### src/core/eccp_cfg.svh
// Register offsets, reset values and timing counts of the enhanced PWM output stage
`ifndef ECCP_CFG_SVH
`define ECCP_CFG_SVH

// ==================================================================
// Byte offsets on the register bus (one aligned word each)
`define OFS_CAPTURE_PWM_CONTROL 6'h00
`define OFS_DUTY_HIGH_BYTE      6'h04
`define OFS_DUTY_SHADOW_BYTE    6'h08
`define OFS_PERIOD_LIMIT        6'h0C
`define OFS_TIMER_CONTROL       6'h10
`define OFS_TIMEBASE_COUNT      6'h14
`define OFS_STEERING_CONTROL    6'h18
`define OFS_DEADBAND_CONTROL    6'h1C
`define OFS_SHUTDOWN_CONTROL    6'h20
`define OFS_PIN_RELOCATION      6'h24
`define OFS_PIN_DIRECTION       6'h28
`define OFS_PIN_STATUS          6'h2C

// ==================================================================
// Reset values
`define RST_BYTE                8'h00
`define RST_PERIOD_LIMIT        8'hFF
`define RST_STEERING            4'h1
`define RST_PIN_DIRECTION       4'hF

// ==================================================================
// Timer control field positions
`define TCON_RUN_BIT            2
`define TCON_PRESCALE_MSB       1

// ==================================================================
// Prescaler limits: one timer step is four clocks times the prescale
`define PRE_LIMIT_DIV1          6'h03
`define PRE_LIMIT_DIV4          6'h0F
`define PRE_LIMIT_DIV16         6'h3F

`endif

### src/core/eccp_pkg.sv
// Types shared by the enhanced PWM output stage
package eccp_pkg;

	// ==================================================================
	// Output arrangement chosen by the bridge output select field
	typedef enum logic [1:0] {
		BRIDGE_SINGLE = 2'b00,
		BRIDGE_FWD    = 2'b01,
		BRIDGE_HALF   = 2'b10,
		BRIDGE_REV    = 2'b11
	} bridge_sel_t;

	// ==================================================================
	// Layout of capture_pwm_control, bit 7 down to bit 0
	typedef struct packed {
		bridge_sel_t bridge_output_select;
		logic [1:0]  duty_low_bits;
		logic [3:0]  module_mode_bits;
	} ctrl_t;

	// ==================================================================
	// Pin drive: level and enable travel together
	typedef struct packed {
		logic [3:0] level;
		logic [3:0] enable;
	} pins_t;

	// ==================================================================
	// Bus answer sequencer
	typedef enum logic {
		BUS_IDLE = 1'b0,
		BUS_ACK  = 1'b1
	} bus_state_t;

endpackage

### src/core/enhanced_pwm_output_steering.sv
// Enhanced PWM output stage: timebase, double-buffered duty and output steering
`timescale 1ns/1ps
`default_nettype none
`include "eccp_cfg.svh"

// Overview of operation
// - Bridge select: 00 single, 10 half-bridge, 01 full forward, 11 full reverse.
// - Half-bridge drives only a and b; both full-bridge modes drive all four.
// - Single mode with steering may enable the waveform on any of a to d.
// - Waveform reaches up to four pins with at most ten bits of duty resolution.
// - Output active levels are chosen by the module mode bits.
// - After enabling, outputs wait for a new period; no partial first pulse.
// - Writing zero to the control register hands the pins back to the port.
// - Pins unused by the chosen arrangement stay free for other functions.
// - Three extra registers hold shutdown, dead-band and steering settings.
// - Pin relocation register bits only appear on pin_relocation_o; the outputs stay on their pins.
// - Unimplemented register bits read back as zero.
// - Bridge select exists here because this is an enhanced unit.
// - At count equal period, next step clears count, sets output unless duty is zero, latches duty.
// - Duty is high byte plus two low bits; output clears on timebase match.
// - Forward: a active, d modulated. Reverse: c active, b modulated.
// - Half-bridge: a carries the waveform, b its complement.
module enhanced_pwm_output_steering
	import eccp_pkg::*;
(
	input  wire logic        core_clk_i,
	input  wire logic        rst_n_i,
	input  wire logic [5:0]  avs_address_i,
	input  wire logic        avs_read_i,
	input  wire logic        avs_write_i,
	input  wire logic [31:0] avs_writedata_i,
	input  wire logic [3:0]  avs_byteenable_i,
	output var  logic [31:0] avs_readdata_o,
	output var  logic        avs_waitrequest_o,
	output var  logic [3:0]  pwm_out_o,
	output var  logic [3:0]  pwm_oe_o,
	output var  logic [7:0]  pin_relocation_o
);

	// ==================================================================
	// Declarations

	// Bus sequencer
	bus_state_t  bus_ff;
	bus_state_t  nxt_bus;
	logic        wait_ff;
	logic        nxt_wait;
	logic [31:0] rdata_ff;
	logic [31:0] nxt_rdata;
	logic        wr_fire;
	logic [7:0]  wbyte;

	// Software registers
	ctrl_t       ctrl_ff;
	ctrl_t       nxt_ctrl;
	logic [7:0]  duty_hi_ff;
	logic [7:0]  nxt_duty_hi;
	logic [7:0]  period_ff;
	logic [7:0]  nxt_period;
	logic [2:0]  tcon_ff;
	logic [2:0]  nxt_tcon;
	logic [3:0]  steer_ff;
	logic [3:0]  nxt_steer;
	logic [6:0]  dband_ff;
	logic [6:0]  nxt_dband;
	logic [7:0]  shut_ff;
	logic [7:0]  nxt_shut;
	logic [7:0]  reloc_ff;
	logic [7:0]  nxt_reloc;
	logic [3:0]  dir_ff;
	logic [3:0]  nxt_dir;

	// Timebase and duty buffer
	logic [5:0]  pre_ff;
	logic [5:0]  nxt_pre;
	logic [7:0]  tmr_ff;
	logic [7:0]  nxt_tmr;
	logic [9:0]  shadow_ff;
	logic [9:0]  nxt_shadow;
	logic        mod_ff;
	logic        nxt_mod;
	logic        armed_ff;
	logic        nxt_armed;
	logic [5:0]  pre_lim;
	logic [1:0]  fine;
	logic        run;
	logic        tick;
	logic        rollover;
	logic [9:0]  duty_req;
	logic        mod_on;

	// Pin stage
	logic        pwm_mode;
	logic [3:0]  used;
	logic [3:0]  level;
	logic [3:0]  inv;
	pins_t       pins_ff;
	pins_t       nxt_pins;

	// ==================================================================
	// Bus answer: one wait cycle, then the request completes

	// A write lands only on the edge where waitrequest is seen low
	assign wr_fire = avs_write_i && (bus_ff == BUS_ACK) && avs_byteenable_i[0];
	assign wbyte   = avs_writedata_i[7:0];

	// Read data is captured on entry to the answer cycle so it is stable there
	always_comb begin
		nxt_bus   = bus_ff;
		nxt_rdata = rdata_ff;
		case (bus_ff)
			BUS_IDLE: begin
				if (avs_read_i || avs_write_i) begin
					nxt_bus = BUS_ACK;
				end
				if (avs_read_i) begin
					nxt_rdata = 32'h0000_0000;
					if (avs_address_i == `OFS_CAPTURE_PWM_CONTROL) begin
						nxt_rdata[7:0] = ctrl_ff;
					end else if (avs_address_i == `OFS_DUTY_HIGH_BYTE) begin
						nxt_rdata[7:0] = duty_hi_ff;
					end else if (avs_address_i == `OFS_DUTY_SHADOW_BYTE) begin
						nxt_rdata[7:0] = shadow_ff[9:2];
					end else if (avs_address_i == `OFS_PERIOD_LIMIT) begin
						nxt_rdata[7:0] = period_ff;
					end else if (avs_address_i == `OFS_TIMER_CONTROL) begin
						nxt_rdata[2:0] = tcon_ff;
					end else if (avs_address_i == `OFS_TIMEBASE_COUNT) begin
						nxt_rdata[7:0] = tmr_ff;
					end else if (avs_address_i == `OFS_STEERING_CONTROL) begin
						nxt_rdata[3:0] = steer_ff;
					end else if (avs_address_i == `OFS_DEADBAND_CONTROL) begin
						nxt_rdata[6:0] = dband_ff;
					end else if (avs_address_i == `OFS_SHUTDOWN_CONTROL) begin
						nxt_rdata[7:0] = shut_ff;
					end else if (avs_address_i == `OFS_PIN_RELOCATION) begin
						nxt_rdata[7:0] = reloc_ff;
					end else if (avs_address_i == `OFS_PIN_DIRECTION) begin
						nxt_rdata[3:0] = dir_ff;
					end else if (avs_address_i == `OFS_PIN_STATUS) begin
						nxt_rdata[7:0] = {pins_ff.enable, pins_ff.level};
					end
				end
			end
			BUS_ACK: begin
				nxt_bus = BUS_IDLE;
			end
			default: begin
				nxt_bus = BUS_IDLE;
			end
		endcase
		nxt_wait = (nxt_bus != BUS_ACK);
	end

	// Bus registers
	always_ff @(posedge core_clk_i) begin
		if (!rst_n_i) begin
			bus_ff   <= BUS_IDLE;
			wait_ff  <= 1'b1;
			rdata_ff <= 32'h0000_0000;
		end else begin
			bus_ff   <= nxt_bus;
			wait_ff  <= nxt_wait;
			rdata_ff <= nxt_rdata;
		end
	end

	assign avs_waitrequest_o = wait_ff;
	assign avs_readdata_o    = rdata_ff;

	// ==================================================================
	// Software registers

	// Only byte lane 0 carries data; other lanes are ignored
	always_comb begin
		nxt_ctrl    = ctrl_ff;
		nxt_duty_hi = duty_hi_ff;
		nxt_period  = period_ff;
		nxt_tcon    = tcon_ff;
		nxt_steer   = steer_ff;
		nxt_dband   = dband_ff;
		nxt_shut    = shut_ff;
		nxt_reloc   = reloc_ff;
		nxt_dir     = dir_ff;
		if (wr_fire) begin
			if (avs_address_i == `OFS_CAPTURE_PWM_CONTROL) begin
				nxt_ctrl = ctrl_t'(wbyte);
			end else if (avs_address_i == `OFS_DUTY_HIGH_BYTE) begin
				nxt_duty_hi = wbyte;
			end else if (avs_address_i == `OFS_PERIOD_LIMIT) begin
				nxt_period = wbyte;
			end else if (avs_address_i == `OFS_TIMER_CONTROL) begin
				nxt_tcon = wbyte[2:0];
			end else if (avs_address_i == `OFS_STEERING_CONTROL) begin
				nxt_steer = wbyte[3:0];
			end else if (avs_address_i == `OFS_DEADBAND_CONTROL) begin
				nxt_dband = wbyte[6:0];
			end else if (avs_address_i == `OFS_SHUTDOWN_CONTROL) begin
				nxt_shut = wbyte;
			end else if (avs_address_i == `OFS_PIN_RELOCATION) begin
				nxt_reloc = wbyte;
			end else if (avs_address_i == `OFS_PIN_DIRECTION) begin
				nxt_dir = wbyte[3:0];
			end
		end
	end

	// Register file storage
	always_ff @(posedge core_clk_i) begin
		if (!rst_n_i) begin
			ctrl_ff    <= ctrl_t'(`RST_BYTE);
			duty_hi_ff <= `RST_BYTE;
			period_ff  <= `RST_PERIOD_LIMIT;
			tcon_ff    <= 3'h0;
			steer_ff   <= `RST_STEERING;
			dband_ff   <= 7'h00;
			shut_ff    <= `RST_BYTE;
			reloc_ff   <= `RST_BYTE;
			dir_ff     <= `RST_PIN_DIRECTION;
		end else begin
			ctrl_ff    <= nxt_ctrl;
			duty_hi_ff <= nxt_duty_hi;
			period_ff  <= nxt_period;
			tcon_ff    <= nxt_tcon;
			steer_ff   <= nxt_steer;
			dband_ff   <= nxt_dband;
			shut_ff    <= nxt_shut;
			reloc_ff   <= nxt_reloc;
			dir_ff     <= nxt_dir;
		end
	end

	assign pin_relocation_o = reloc_ff;

	// ==================================================================
	// Timebase: 8-bit count plus two fine bits form the 10-bit timebase

	assign pwm_mode = (ctrl_ff.module_mode_bits[3:2] == 2'b11);
	assign run      = tcon_ff[`TCON_RUN_BIT];
	assign duty_req = {duty_hi_ff, ctrl_ff.duty_low_bits};

	// Fine bits come from the prescaler's top two bits of the active range
	always_comb begin
		case (tcon_ff[`TCON_PRESCALE_MSB:0])
			2'b00: begin
				pre_lim = `PRE_LIMIT_DIV1;
				fine    = pre_ff[1:0];
			end
			2'b01: begin
				pre_lim = `PRE_LIMIT_DIV4;
				fine    = pre_ff[3:2];
			end
			default: begin
				pre_lim = `PRE_LIMIT_DIV16;
				fine    = pre_ff[5:4];
			end
		endcase
	end

	assign tick     = run && (pre_ff == pre_lim);
	assign rollover = tick && (tmr_ff == period_ff);

	// Rollover beats the duty match, so a duty past the period keeps the pin set
	always_comb begin
		nxt_pre    = pre_ff;
		nxt_tmr    = tmr_ff;
		nxt_shadow = shadow_ff;
		nxt_mod    = mod_ff;
		nxt_armed  = armed_ff;
		if (tick) begin
			nxt_pre = 6'h00;
			if (rollover) begin
				nxt_tmr = 8'h00;
			end else begin
				nxt_tmr = tmr_ff + 8'h01;
			end
		end else if (run) begin
			nxt_pre = pre_ff + 6'h01;
		end
		if (rollover) begin
			nxt_shadow = duty_req;
			nxt_mod    = (duty_req != 10'h000);
			nxt_armed  = pwm_mode;
		end else if ({tmr_ff, fine} == shadow_ff) begin
			nxt_mod = 1'b0;
		end
		// Leaving PWM mode disarms, so re-entry waits for a full period
		if (!pwm_mode) begin
			nxt_armed = 1'b0;
			nxt_mod   = 1'b0;
		end
		// A software write to the count restarts the prescaler too
		if (wr_fire && (avs_address_i == `OFS_TIMEBASE_COUNT)) begin
			nxt_tmr = wbyte;
			nxt_pre = 6'h00;
		end
	end

	// Timebase registers
	always_ff @(posedge core_clk_i) begin
		if (!rst_n_i) begin
			pre_ff    <= 6'h00;
			tmr_ff    <= 8'h00;
			shadow_ff <= 10'h000;
			mod_ff    <= 1'b0;
			armed_ff  <= 1'b0;
		end else begin
			pre_ff    <= nxt_pre;
			tmr_ff    <= nxt_tmr;
			shadow_ff <= nxt_shadow;
			mod_ff    <= nxt_mod;
			armed_ff  <= nxt_armed;
		end
	end

	// The clear is registered, so the match cycle itself must already read inactive
	assign mod_on = mod_ff && ({tmr_ff, fine} != shadow_ff);

	// ==================================================================
	// Output steering; vectors are ordered d, c, b, a from bit 3 down

	// Logical levels per arrangement; all inactive until armed
	always_comb begin
		case (ctrl_ff.bridge_output_select)
			BRIDGE_SINGLE: begin
				used  = steer_ff;
				level = {4{mod_on}};
			end
			BRIDGE_HALF: begin
				used  = 4'h3;
				level = {2'b00, ~mod_on, mod_on};
			end
			BRIDGE_FWD: begin
				used  = 4'hF;
				level = {mod_on, 1'b0, 1'b0, 1'b1};
			end
			BRIDGE_REV: begin
				used  = 4'hF;
				level = {1'b0, 1'b1, mod_on, 1'b0};
			end
			default: begin
				used  = 4'h1;
				level = 4'h0;
			end
		endcase
		if (!armed_ff) begin
			level = 4'h0;
		end
	end

	// Mode bit 1 inverts a and c, mode bit 0 inverts b and d
	assign inv = {ctrl_ff.module_mode_bits[0], ctrl_ff.module_mode_bits[1],
		ctrl_ff.module_mode_bits[0], ctrl_ff.module_mode_bits[1]};

	// Per pin: drive only when in PWM mode, used, and direction bit clear
	genvar gi;
	generate
		for (gi = 0; gi < 4; gi = gi + 1) begin : g_pin
			assign nxt_pins.enable[gi] = pwm_mode && used[gi] && !dir_ff[gi];
			assign nxt_pins.level[gi]  = nxt_pins.enable[gi] && (level[gi] ^ inv[gi]);
		end
	endgenerate

	// Pins are registered so the outputs never glitch on decode changes
	always_ff @(posedge core_clk_i) begin
		if (!rst_n_i) begin
			pins_ff <= '0;
		end else begin
			pins_ff <= nxt_pins;
		end
	end

	assign pwm_out_o = pins_ff.level;
	assign pwm_oe_o  = pins_ff.enable;

endmodule
`default_nettype wire

### config.mk
export PLATFORM = sky130hd
export DESIGN_NAME = enhanced_pwm_output_steering
export DESIGN_NICKNAME = d
export VERILOG_FILES = /design/src/core/eccp_pkg.sv /design/src/core/enhanced_pwm_output_steering.sv
export VERILOG_INCLUDE_DIRS = /design/src /design/src/core
export SDC_FILE = /design/constraint.sdc
export NUM_CORES = 1
export LEC_CHECK = 0
export ABC_CLOCK_PERIOD_IN_PS = 3310
export BUFFER_PORTS_ARGS = -buffer_cell sky130_fd_sc_hd__buf_2
export CORE_MARGIN = 2
export CORE_UTILIZATION = 55
export DETAILED_ROUTE_END_ITERATION = 8
export PLACE_DENSITY = 0.85
export SYNTH_ARGS = -nofsm -noshare
export SYNTH_HDL_FRONTEND = slang
export SYNTH_SLANG_ARGS = --single-unit
### constraint.sdc
create_clock -name core_clk_i -period 3.31 [get_ports core_clk_i]
set_clock_uncertainty 0.1 [all_clocks]
set_input_delay 0.331 -clock core_clk_i [delete_from_list [all_inputs] [get_ports core_clk_i]]
set_output_delay 0.331 -clock core_clk_i [all_outputs]
set_load 0.03 [all_outputs]
==> results of run 1 <==
[logic make-up (layout without fill, tap and decap cells)]
kind of cell | after synthesis | count (layout) | share of synthesized area [%]
flip-flops | 102 | 102 | 37.53
AND/OR/NAND/NOR | 228 | 228 | 21.87
AO/OA/AOI/OAI | 122 | 122 | 14.74
other | 1 | 24 | 0.06892
buffers and inverters | 75 | 77 | 7.105
adder cells (fa/ha/maj) | 2 | 2 | 0.4598
XOR/XNOR | 23 | 23 | 3.702
multiplexers | 73 | 73 | 14.53
[area by class of cell]
type / instances / area share, %
Clock buffer: 10 / 2.366
Timing Repair Buffer: 53 / 4.990
Tap cell: 133 / 2.861
Multi-Input combinational cell: 472 / 53.28
Inverter: 8 / 0.5162
Clock inverter: 6 / 0.8819
Sequential cell: 102 / 35.10
[power groups by stage]
stage          Sequential, mW  Combinational, mW  Clock, mW
2_1_floorplan            1.28              0.164          0
3_3_place_gp             1.27              0.212          0
3_5_place_dp             1.27              0.216          0
4_1_cts                  1.24              0.217      0.765
5_1_grt                  1.25              0.237      0.815
6_report                 1.24              0.221      0.763
[routing by layer]
metal | up-vias | share of wire, %
li1 | 2201 | -
met1 | 2315 | 39
met2 | 321 | 47
met3 | 64 | 10
met4 | 0 | 3.9
met5 | - | 0
[critical path: stages (launching register included)]
cell,delay (ns)
sky130_fd_sc_hd__dfxtp_1,0.41
sky130_fd_sc_hd__or4_1,0.56
sky130_fd_sc_hd__a221o_1,0.38
sky130_fd_sc_hd__or3_4,0.57
sky130_fd_sc_hd__nand2b_1,0.26
sky130_fd_sc_hd__or4_1,0.16
sky130_fd_sc_hd__a31oi_1,0.09
[metrics by stage]
step	cells	setup WS, ns
after floorplan	649	0.9851
after global placement	768	0.7666
after detailed placement	768	0.6674
after CTS	784	0.6617
after global routing	784	0.5287
final	784	0.6392
[cell usage in the layout (no fill, tap or decap), types with 6 or more instances in the layout]
cell type	n
sky130_fd_sc_hd__a21boi_0	12
sky130_fd_sc_hd__a21oi_1	9
sky130_fd_sc_hd__a22oi_1	8
sky130_fd_sc_hd__buf_2	43
sky130_fd_sc_hd__buf_4	10
sky130_fd_sc_hd__clkbuf_8	10
sky130_fd_sc_hd__conb_1	24
sky130_fd_sc_hd__dfxtp_1	102
sky130_fd_sc_hd__inv_1	8
sky130_fd_sc_hd__mux2_2	8
sky130_fd_sc_hd__mux2i_1	61
sky130_fd_sc_hd__nand2_1	66
sky130_fd_sc_hd__nand2b_1	9
sky130_fd_sc_hd__nand3_1	30
sky130_fd_sc_hd__nand4_1	7
sky130_fd_sc_hd__nor2_1	25
sky130_fd_sc_hd__nor2b_1	49
sky130_fd_sc_hd__nor3_1	9
sky130_fd_sc_hd__nor4_1	6
sky130_fd_sc_hd__o21ai_0	49
sky130_fd_sc_hd__xnor2_1	11
sky130_fd_sc_hd__xor2_1	12
[flip-flops by register name, indices dropped and copies added (netlist names)]
register           flops
shut_ff                8
tmr_ff                 8
avs_waitrequest_o      1
mod_ff                 1
avs_readdata_o         8
dband_ff               7
armed_ff               1
shadow_ff             10
pwm_out_o              4
dir_ff                 4
pwm_oe_o               4
period_ff              8
bus_ff                 1
pre_ff                 6
duty_hi_ff             8
steer_ff               4
ctrl_ff                8
pin_relocation_o       8
tcon_ff                3
[Yosys cell counts, drive strengths merged (2+ instances only)]
| cell | count | area, sq um |
|---|---|---|
| a221oi | 2 | 17.52 |
| o311ai | 2 | 17.52 |
| nand2 | 66 | 247.7 |
| buf | 33 | 229.0 |
| a21boi | 12 | 90.09 |
| and3 | 3 | 18.77 |
| mux4 | 4 | 90.09 |
| nor4 | 6 | 37.54 |
| dfxtp | 102 | 2042 |
| or3 | 6 | 42.54 |
| a21oi | 9 | 45.04 |
| or4 | 4 | 30.03 |
| nand2b | 9 | 56.30 |
| nand3 | 30 | 150.1 |
| clkbuf | 34 | 127.6 |
| xnor2 | 11 | 96.34 |
| a22oi | 8 | 60.06 |
| xor2 | 12 | 105.1 |
| nand4 | 7 | 43.79 |
| o211a | 4 | 40.04 |
| and2 | 4 | 25.02 |
| o21a | 2 | 15.01 |
| nor2b | 49 | 306.5 |
| a21o | 4 | 30.03 |
| o31ai | 2 | 15.01 |
| o22ai | 3 | 18.77 |
| nand3b | 2 | 15.01 |
| nor2 | 27 | 106.4 |
| inv | 8 | 30.03 |
| o211ai | 4 | 30.03 |
| mux2 | 8 | 90.09 |
| o221a | 3 | 33.78 |
| a31oi | 4 | 25.02 |
| mux2i | 61 | 610.6 |
| ha | 2 | 25.02 |
| nor3 | 9 | 45.04 |
| nor4b | 2 | 32.53 |
| o21ai | 51 | 255.3 |
[final timing paths]
kind | to | cells past startpoint | slack, ns | from
min reg2reg | avs_readdata_o[2] | 2 | 0.38 | avs_readdata_o[2]
max | tmr_ff[7] | 6 | 0.64 | tcon_ff[0]
min | avs_waitrequest_o | 2 | 0.08 | avs_read_i
max reg2reg | tmr_ff[7] | 6 | 0.64 | tcon_ff[0]
==> flow_summary.json, run 1 <==
{
  "maxSlewHeadroom_pct": 43.93,
  "synthFlopType": "sky130_fd_sc_hd__dfxtp_1",
  "cts-root-to-sink-buffers": 2,
  "cts_buffers": 9,
  "period_needed_ns": 2.671,
  "critPathCaptureType": "flip-flop",
  "fill_cells": 830,
  "grt_first_pass_wirelength_um": 23090,
  "average_wire_per_cell_in_the_routed_design_um": 18.64,
  "max_clock_freq_ghz": 0.3744,
  "final_core_utilization_pct": 60.06,
  "p_sw_share_pct": 27.87,
  "post-layout-total-power_mw": 2.227,
  "grt_use_met1_pct": 34.72,
  "netlist-cell-type-count": 62,
  "hold_viol": 0,
  "gp_congestion": 0.9421,
  "first_global_vias": 4550,
  "cts-resized-gates": 0,
  "critical_path_peak_fanout": 21,
  "final-setup-viol-count": 0,
  "synthCells": 626,
  "power_leakage_nw": 2.419,
  "vias_per_cell": 6.251,
  "vias_after_detailed_routing": 4901,
  "grt_start_max_net_pins": 49,
  "dpl-instance-area_sq_um": 5628,
  "cts_tree": "built",
  "detailedRoute.firstPassIterationCount": 6,
  "finalCritPeriodShare_pct": 80.69,
  "antenna_cells_inserted": 0,
  "grt_remaining_overflow": 0,
  "hold-worst-slack_ns": 0.08445,
  "peakVddDrop_mv": 0.2505,
  "register_cell_area_after_layout_sq_um": 2042,
  "setup_repair_after_global_routing_missed_its_margin": "no",
  "required_worst_endpoint_ns": 3.45,
  "syn_area_sq_um": 5441,
  "timing.hold.worst.class": "in2reg",
  "timing.critical_path.arrival_ns": 2.81,
  "run_status": "complete, no violations",
  "post_cts.repair.setup_buffers": 0,
  "fraction_of_power_consumed_by_the_clock_network_pct": 34.2,
  "clockRootBuffer": "sky130_fd_sc_hd__clkbuf_8",
  "drt_first_iter_violations": 506,
  "die_h_um": 103.5,
  "drv_slew": 0,
  "maxCapViolations": 0,
  "port_buffers": 43,
  "ctsHoldBuffers": 0,
  "postLayoutCellArea_sq_um": 5817,
  "ys_seq_area_share_pct": 37.53,
  "cts_htree_levels": 3,
  "total_routed_length_um": 14610,
  "share_of_layout_cells_above_drive_strength_1_pct": 13.82,
  "setup_total_negative_slack_ns": 0,
  "cts_num_sinks": 102,
  "areaGrowthSynthToFinish_pct": 6.898,
  "yosys_register_bits": 102,
  "yosysWarnings": 0,
  "pin_count": 95,
  "grt_antenna_before_repair": 0,
  "cp-start-kind": "flip-flop",
  "post-dp-hpwl_um": 10410,
  "initial_core_util_pct": 56.19,
  "die_footprint_sq_um": 10710,
  "fin_nets": 694,
  "critPathKind": "reg2reg",
  "power_frac_seq_pct": 55.8,
  "multiInputGateArea_sq_um": 3099,
  "worst_tran_pin_value_ns": 0.8346,
  "core.rowCount": 36,
  "comb_power_share_pct": 9.9,
  "grt_util_met3_pct": 6.855,
  "drc_violation_count_after_routing": 0,
  "clkTransAtPathRegs_ns": 0.10,
  "cell_internal_pwr_mw": 1.607,
  "die-width_um": 103.5,
  "async_flop_share_pct": 0,
  "core_sq_um": 9684,
  "synth-edff-count": 0,
  "detail-route-antenna-nets": 0,
  "insertion_delay_ns": 0.38,
  "syn_area_per_cell_sq_um": 8.692,
  "track_usage_pct": 28.13,
  "global_route.usage.met2_pct": 45.81,
  "powerDensity_nw_per_um2": 382.9,
  "grt.busiest_layer": "met2",
  "p_switching_mw": 0.6209
}
Power figures use the tool's default switching activity.
==> run 2, diff against run 1 <==
--- a/config.mk
+++ b/config.mk
@@ -6,7 +6,7 @@
 export SDC_FILE = /design/constraint.sdc
 export NUM_CORES = 1
 export LEC_CHECK = 0
-export ABC_CLOCK_PERIOD_IN_PS = 3310
+export ABC_CLOCK_PERIOD_IN_PS = 2500
 export BUFFER_PORTS_ARGS = -buffer_cell sky130_fd_sc_hd__buf_2
 export CORE_MARGIN = 2
 export CORE_UTILIZATION = 55
==> constraint.sdc (replaced) <==
create_clock -name core_clk_i -period 2.5 [get_ports core_clk_i]
set_clock_uncertainty 0.1 [all_clocks]
set_input_delay 0.25 -clock core_clk_i [delete_from_list [all_inputs] [get_ports core_clk_i]]
set_output_delay 0.25 -clock core_clk_i [all_outputs]
set_load 0.03 [all_outputs]
==> flow_summary.json, run 2 (synthesis results as in run 1) <==
{
  "largest_register_ff_count": 10,
  "detailedRoute.firstPassIterationCount": 7,
  "maxSlewHeadroom_pct": 50.87,
  "timing.critical_path.arrival_ns": 2.52,
  "registers.top_by_ff_count": "shadow_ff",
  "cts_tree": "built",
  "timing.hold.worst.class": "in2reg",
  "cp-start-kind": "flip-flop",
  "gp_congestion": 0.9350,
  "die_h_um": 103.5,
  "die_footprint_sq_um": 10710,
  "critical_path_peak_fanout": 12,
  "grt_remaining_overflow": 0,
  "required_worst_endpoint_ns": 2.67,
  "pin_count": 95,
  "cts_buffers": 9,
  "drv_slew": 0,
  "fin_nets": 713,
  "vias_after_detailed_routing": 4841,
  "core.rowCount": 36,
  "grt_start_max_net_pins": 88,
  "critical-path-slowest-cell": "sky130_fd_sc_hd__or4_1",
  "finalCritPeriodShare_pct": 93.75,
  "cts-root-to-sink-buffers": 2,
  "power_leakage_nw": 2.534,
  "first_global_vias": 4673,
  "setup_repair_after_global_routing_missed_its_margin": "no",
  "worst_tran_pin_value_ns": 0.7370,
  "dpl-instance-area_sq_um": 5771,
  "insertion_delay_ns": 0.37,
  "setup_total_negative_slack_ns": 0,
  "maxCapViolations": 0,
  "post-dp-hpwl_um": 10680,
  "hold_viol": 0,
  "ctsHoldBuffers": 0,
  "initial_core_util_pct": 56.19,
  "drc_violation_count_after_routing": 0,
  "average_wire_per_cell_in_the_routed_design_um": 18.78,
  "run_status": "complete, no violations",
  "antenna_cells_inserted": 0,
  "cts-resized-gates": 0,
  "crit_path_cell_trace": "or4_1, a221o_1, or3_4, buf_4, mux2i_1, nor2b_1",
  "peakVddDrop_mv": 0.3369,
  "vias_per_cell": 6.029,
  "cts_num_sinks": 102,
  "drt_first_iter_violations": 446,
  "clockRootBuffer": "sky130_fd_sc_hd__clkbuf_8",
  "areaGrowthSynthToFinish_pct": 10.46,
  "detail-route-antenna-nets": 0,
  "grt_antenna_before_repair": 0,
  "grt_first_pass_wirelength_um": 23760,
  "clkTransAtPathRegs_ns": 0.10,
  "port_buffers": 43,
  "cts_htree_levels": 3,
  "fill_cells": 804,
  "layout_commonest_cell": "sky130_fd_sc_hd__dfxtp_1",
  "longest_individual_stage_delay_on_the_worst_path_ns": 0.47,
  "final-setup-viol-count": 0,
  "powerDensity_nw_per_um2": 531.0,
  "critPathKind": "reg2reg",
  "post_cts.repair.setup_buffers": 0,
  "period_needed_ns": 2.344,
  "total_routed_length_um": 15080,
  "die-width_um": 103.5,
  "final_cell_mix": "sky130_fd_sc_hd__dfxtp_1 (102), sky130_fd_sc_hd__nand2_1 (66), sky130_fd_sc_hd__mux2i_1 (61)",
  "critPathCaptureType": "flip-flop",
  "track_usage_pct": 29.41,
  "postLayoutCellArea_sq_um": 6011,
  "share_of_layout_cells_above_drive_strength_1_pct": 16.27,
  "max_clock_freq_ghz": 0.4267,
  "core_sq_um": 9684
}
-- run 2: cell type report --
| cell class | instances | area, sq um | area share [%] |
|---|---|---|---|
| Timing Repair Buffer | 72 | 432.9 | 7.202 |
| Multi-Input combinational cell | 472 | 3102 | 51.60 |
| Clock buffer | 10 | 127.6 | 2.123 |
| Clock inverter | 6 | 110.1 | 1.832 |
| Tap cell | 133 | 166.4 | 2.769 |
| Inverter | 8 | 30.03 | 0.4996 |
| Sequential cell | 102 | 2042 | 33.97 |
-- run 2: layer usage --
metal  global-route usage, %  up-vias  share of wire, %
li1                        -     2226                 -
met5                       0        -                 0
met1                   37.52     2283                40
met3                   4.839       58               8.8
met2                   48.88      274                48
met4                   13.36        0               3.9
-- run 2: final timing paths --
check	slack [ns]	endpoint	start	depth (start not counted)
setup / recovery	0.16	shadow_ff[0]	pre_ff[2]	6
hold / removal	0.01	avs_waitrequest_o	avs_read_i	2
setup reg to reg	0.16	shadow_ff[0]	pre_ff[2]	6
hold reg to reg	0.37	pwm_oe_o[3]	dir_ff[3]	1
-- run 2: report_power, final --
part / internal [mW] / total [mW] / switching, mW
logic: 0.0939 / 0.308 / 0.214
clock network: 0.663 / 1.24 / 0.577
registers: 1.64 / 1.64 / 0.00723
-- run 2: critical path, delay by kind of cell (launching register included) --
kind	cells	cell delay (ns)
compound gates	1	0.37
flops	1	0.37
buf+inv	1	0.23
mux	1	0.18
simple gates	3	0.99
-- run 2: through the flow --
step                util (%)  power, mW  setup WS, ns  hold slack, ns  instances
CTS                    62.04      3.181        0.1104         0.01117        803
global placement       59.59      1.973        0.1758          0.3550        787
detailed placement     59.59      1.980        0.1107          0.3505        787
global route           62.07      3.282       0.02642         0.02073        803
finish                 62.07      3.192        0.1562         0.01260        803
floorplan                  -      1.915        0.1751          0.2740        649
==> run 3, diff against run 2 <==
--- a/config.mk
+++ b/config.mk
@@ -9,9 +9,9 @@
 export ABC_CLOCK_PERIOD_IN_PS = 2500
 export BUFFER_PORTS_ARGS = -buffer_cell sky130_fd_sc_hd__buf_2
 export CORE_MARGIN = 2
-export CORE_UTILIZATION = 55
+export CORE_UTILIZATION = 47
 export DETAILED_ROUTE_END_ITERATION = 8
-export PLACE_DENSITY = 0.85
+export PLACE_DENSITY = 0.75
 export SYNTH_ARGS = -nofsm -noshare
 export SYNTH_HDL_FRONTEND = slang
 export SYNTH_SLANG_ARGS = --single-unit
==> flow_summary.json, run 3 (synthesis results as in run 1) <==
{
  "initial_core_util_pct": 47.86,
  "grt_start_max_net_pins": 88,
  "registers.top_by_ff_count": "shadow_ff",
  "cell_internal_pwr_mw": 2.620,
  "share_of_layout_cells_above_drive_strength_1_pct": 16.29,
  "power_leakage_nw": 2.572,
  "die_h_um": 111.6,
  "max_clock_freq_ghz": 0.4184,
  "post-dp-hpwl_um": 10780,
  "grt_remaining_overflow": 0,
  "crit_path_cell_trace": "or4_1, a221o_1, or3_4, buf_4, mux2i_1, nor2b_1",
  "peakVddDrop_mv": 0.5788,
  "cts_tree": "built",
  "p_sw_share_pct": 25.22,
  "detail-route-antenna-nets": 0,
  "fill_cells": 1026,
  "average_wire_per_cell_in_the_routed_design_um": 18.64,
  "total_routed_length_um": 15130,
  "areaGrowthSynthToFinish_pct": 12.23,
  "grt_antenna_before_repair": 0,
  "first_global_vias": 4787,
  "cts_num_sinks": 102,
  "drt_first_iter_violations": 338,
  "cp-start-kind": "flip-flop",
  "run_status": "complete, no violations",
  "maxSlewHeadroom_pct": 49.66,
  "timing.critical_path.arrival_ns": 2.54,
  "clockRootBuffer": "sky130_fd_sc_hd__clkbuf_16",
  "multiInputGateArea_sq_um": 3102,
  "die_footprint_sq_um": 12450,
  "min_from": "avs_read_i",
  "vias_per_cell": 5.977,
  "core.rowCount": 39,
  "cts-root-to-sink-buffers": 2,
  "critical_path_peak_fanout": 12,
  "hold_viol": 0,
  "final_cell_mix": "sky130_fd_sc_hd__dfxtp_1 (102), sky130_fd_sc_hd__nand2_1 (66), sky130_fd_sc_hd__mux2i_1 (61)",
  "longest_individual_stage_delay_on_the_worst_path_ns": 0.50,
  "drc_violation_count_after_routing": 0,
  "grt_first_pass_wirelength_um": 24630,
  "final_core_utilization_pct": 53.71,
  "final-setup-viol-count": 0,
  "cts_buffers": 9,
  "powerDensity_nw_per_um2": 573.7,
  "cp-startpoint": "tcon_ff[1]",
  "worst_tran_pin_value_ns": 0.7551,
  "vias_after_detailed_routing": 4853,
  "setup_repair_after_global_routing_missed_its_margin": "no",
  "required_worst_endpoint_ns": 2.65,
  "gp_congestion": 0.8637,
  "period_needed_ns": 2.390,
  "power_frac_seq_pct": 46.9,
  "critPathCaptureType": "flip-flop",
  "track_usage_pct": 24.78,
  "cts_htree_levels": 3,
  "antenna_cells_inserted": 0,
  "fin_nets": 712,
  "port_buffers": 43,
  "layout_commonest_cell": "sky130_fd_sc_hd__dfxtp_1",
  "largest_register_ff_count": 10,
  "reg2reg_from": "tcon_ff[1]",
  "insertion_delay_ns": 0.36,
  "die-width_um": 111.6,
  "fraction_of_power_consumed_by_the_clock_network_pct": 44.3,
  "critPathKind": "reg2reg",
  "core_sq_um": 11370,
  "setup_total_negative_slack_ns": 0,
  "clkTransAtPathRegs_ns": 0.07,
  "comb_power_share_pct": 8.8,
  "register_cell_area_after_layout_sq_um": 2042,
  "maxCapViolations": 0,
  "finalCritPeriodShare_pct": 95.61,
  "p_switching_mw": 0.8835,
  "detailedRoute.firstPassIterationCount": 5,
  "pin_count": 95,
  "timing.hold.worst.class": "in2reg",
  "post_cts.repair.setup_buffers": 0,
  "critical-path-slowest-cell": "sky130_fd_sc_hd__or4_1",
  "drv_slew": 0
}
-- run 3: changes by cell type in the layout (fill, tap and decap cells not counted) --
| cell | previous run | this run |
|---|---|---|
| sky130_fd_sc_hd__bufinv_16 | 3 | 2 |
| sky130_fd_sc_hd__clkbuf_1 | 1 | 0 |
| sky130_fd_sc_hd__inv_6 | 0 | 1 |
| sky130_fd_sc_hd__clkbuf_8 | 9 | 0 |
| sky130_fd_sc_hd__buf_4 | 29 | 28 |
| sky130_fd_sc_hd__clkbuf_16 | 0 | 9 |
| sky130_fd_sc_hd__clkinv_2 | 1 | 0 |
| sky130_fd_sc_hd__inv_8 | 0 | 1 |
| sky130_fd_sc_hd__clkinv_4 | 0 | 1 |
-- run 3: layout make-up --
type / instances / share of cell area, %
multi-input combinational: 472 / 50.79
sequential: 102 / 33.44
timing repair buffer: 71 / 6.966
clock buffer: 9 / 3.688
tap: 143 / 2.930
clock inverter: 7 / 1.700
inverter: 8 / 0.4917
-- run 3: path summary, 6_finish.rpt --
| check | depth (start not counted) | slack [ns] | to |
|---|---|---|---|
| worst min register to register | 1 | 0.37 | pwm_oe_o[3] |
| worst max register to register | 6 | 0.11 | shadow_ff[2] |
| worst max-delay path | 6 | 0.11 | shadow_ff[2] |
| worst min-delay path | 2 | 0.04 | avs_waitrequest_o |
-- run 3: routing by layer --
metal	up-vias	track usage, %	wire length [um]
met4	0	10.62	567
met1	2313	31.75	6313
met2	259	40.00	7057
li1	2238	-	-
met3	43	6.097	1195
met5	-	0	0
-- run 3: critical path: cells and delay by family, from the launching register on --
family | cells | cell delay (ns)
and+or+nand+nor | 3 | 1.05
DFF | 1 | 0.34
AOI/OAI and AO/OA | 1 | 0.37
buffers and inverters | 1 | 0.24
muxes | 1 | 0.18
-- run 3: repair_timing --
item	CTS	global route
endpoints found under the setup margin	0	1
endpoints found under the hold margin	0	0
gates resized for setup	0	1
hold buffers	0	0
-- run 3: stage by stage --
| stage | cell area, sq um | instances | hold WS (ns) | setup WS [ns] | power (mW) |
|---|---|---|---|---|---|
| floorplan | 5528 | 649 | 0.2740 | 0.1751 | 1.915 |
| global placement | 5776 | 796 | 0.3571 | 0.1519 | 1.976 |
| detailed placement | 5776 | 796 | 0.3504 | 0.07168 | 1.982 |
| CTS | 6105 | 812 | 0.03857 | 0.1199 | 3.512 |
| global route | 6107 | 812 | 0.05197 | 0.01505 | 3.604 |
| finish | 6107 | 812 | 0.03964 | 0.1098 | 3.504 |
-- run 3: power groups by stage --
stage	registers (mW)	logic, mW	clock network [mW]
finish	1.64	0.307	1.55
floorplan	1.70	0.217	0
global placement	1.68	0.295	0
global route	1.65	0.325	1.63
CTS	1.64	0.301	1.57
detailed placement	1.68	0.300	0
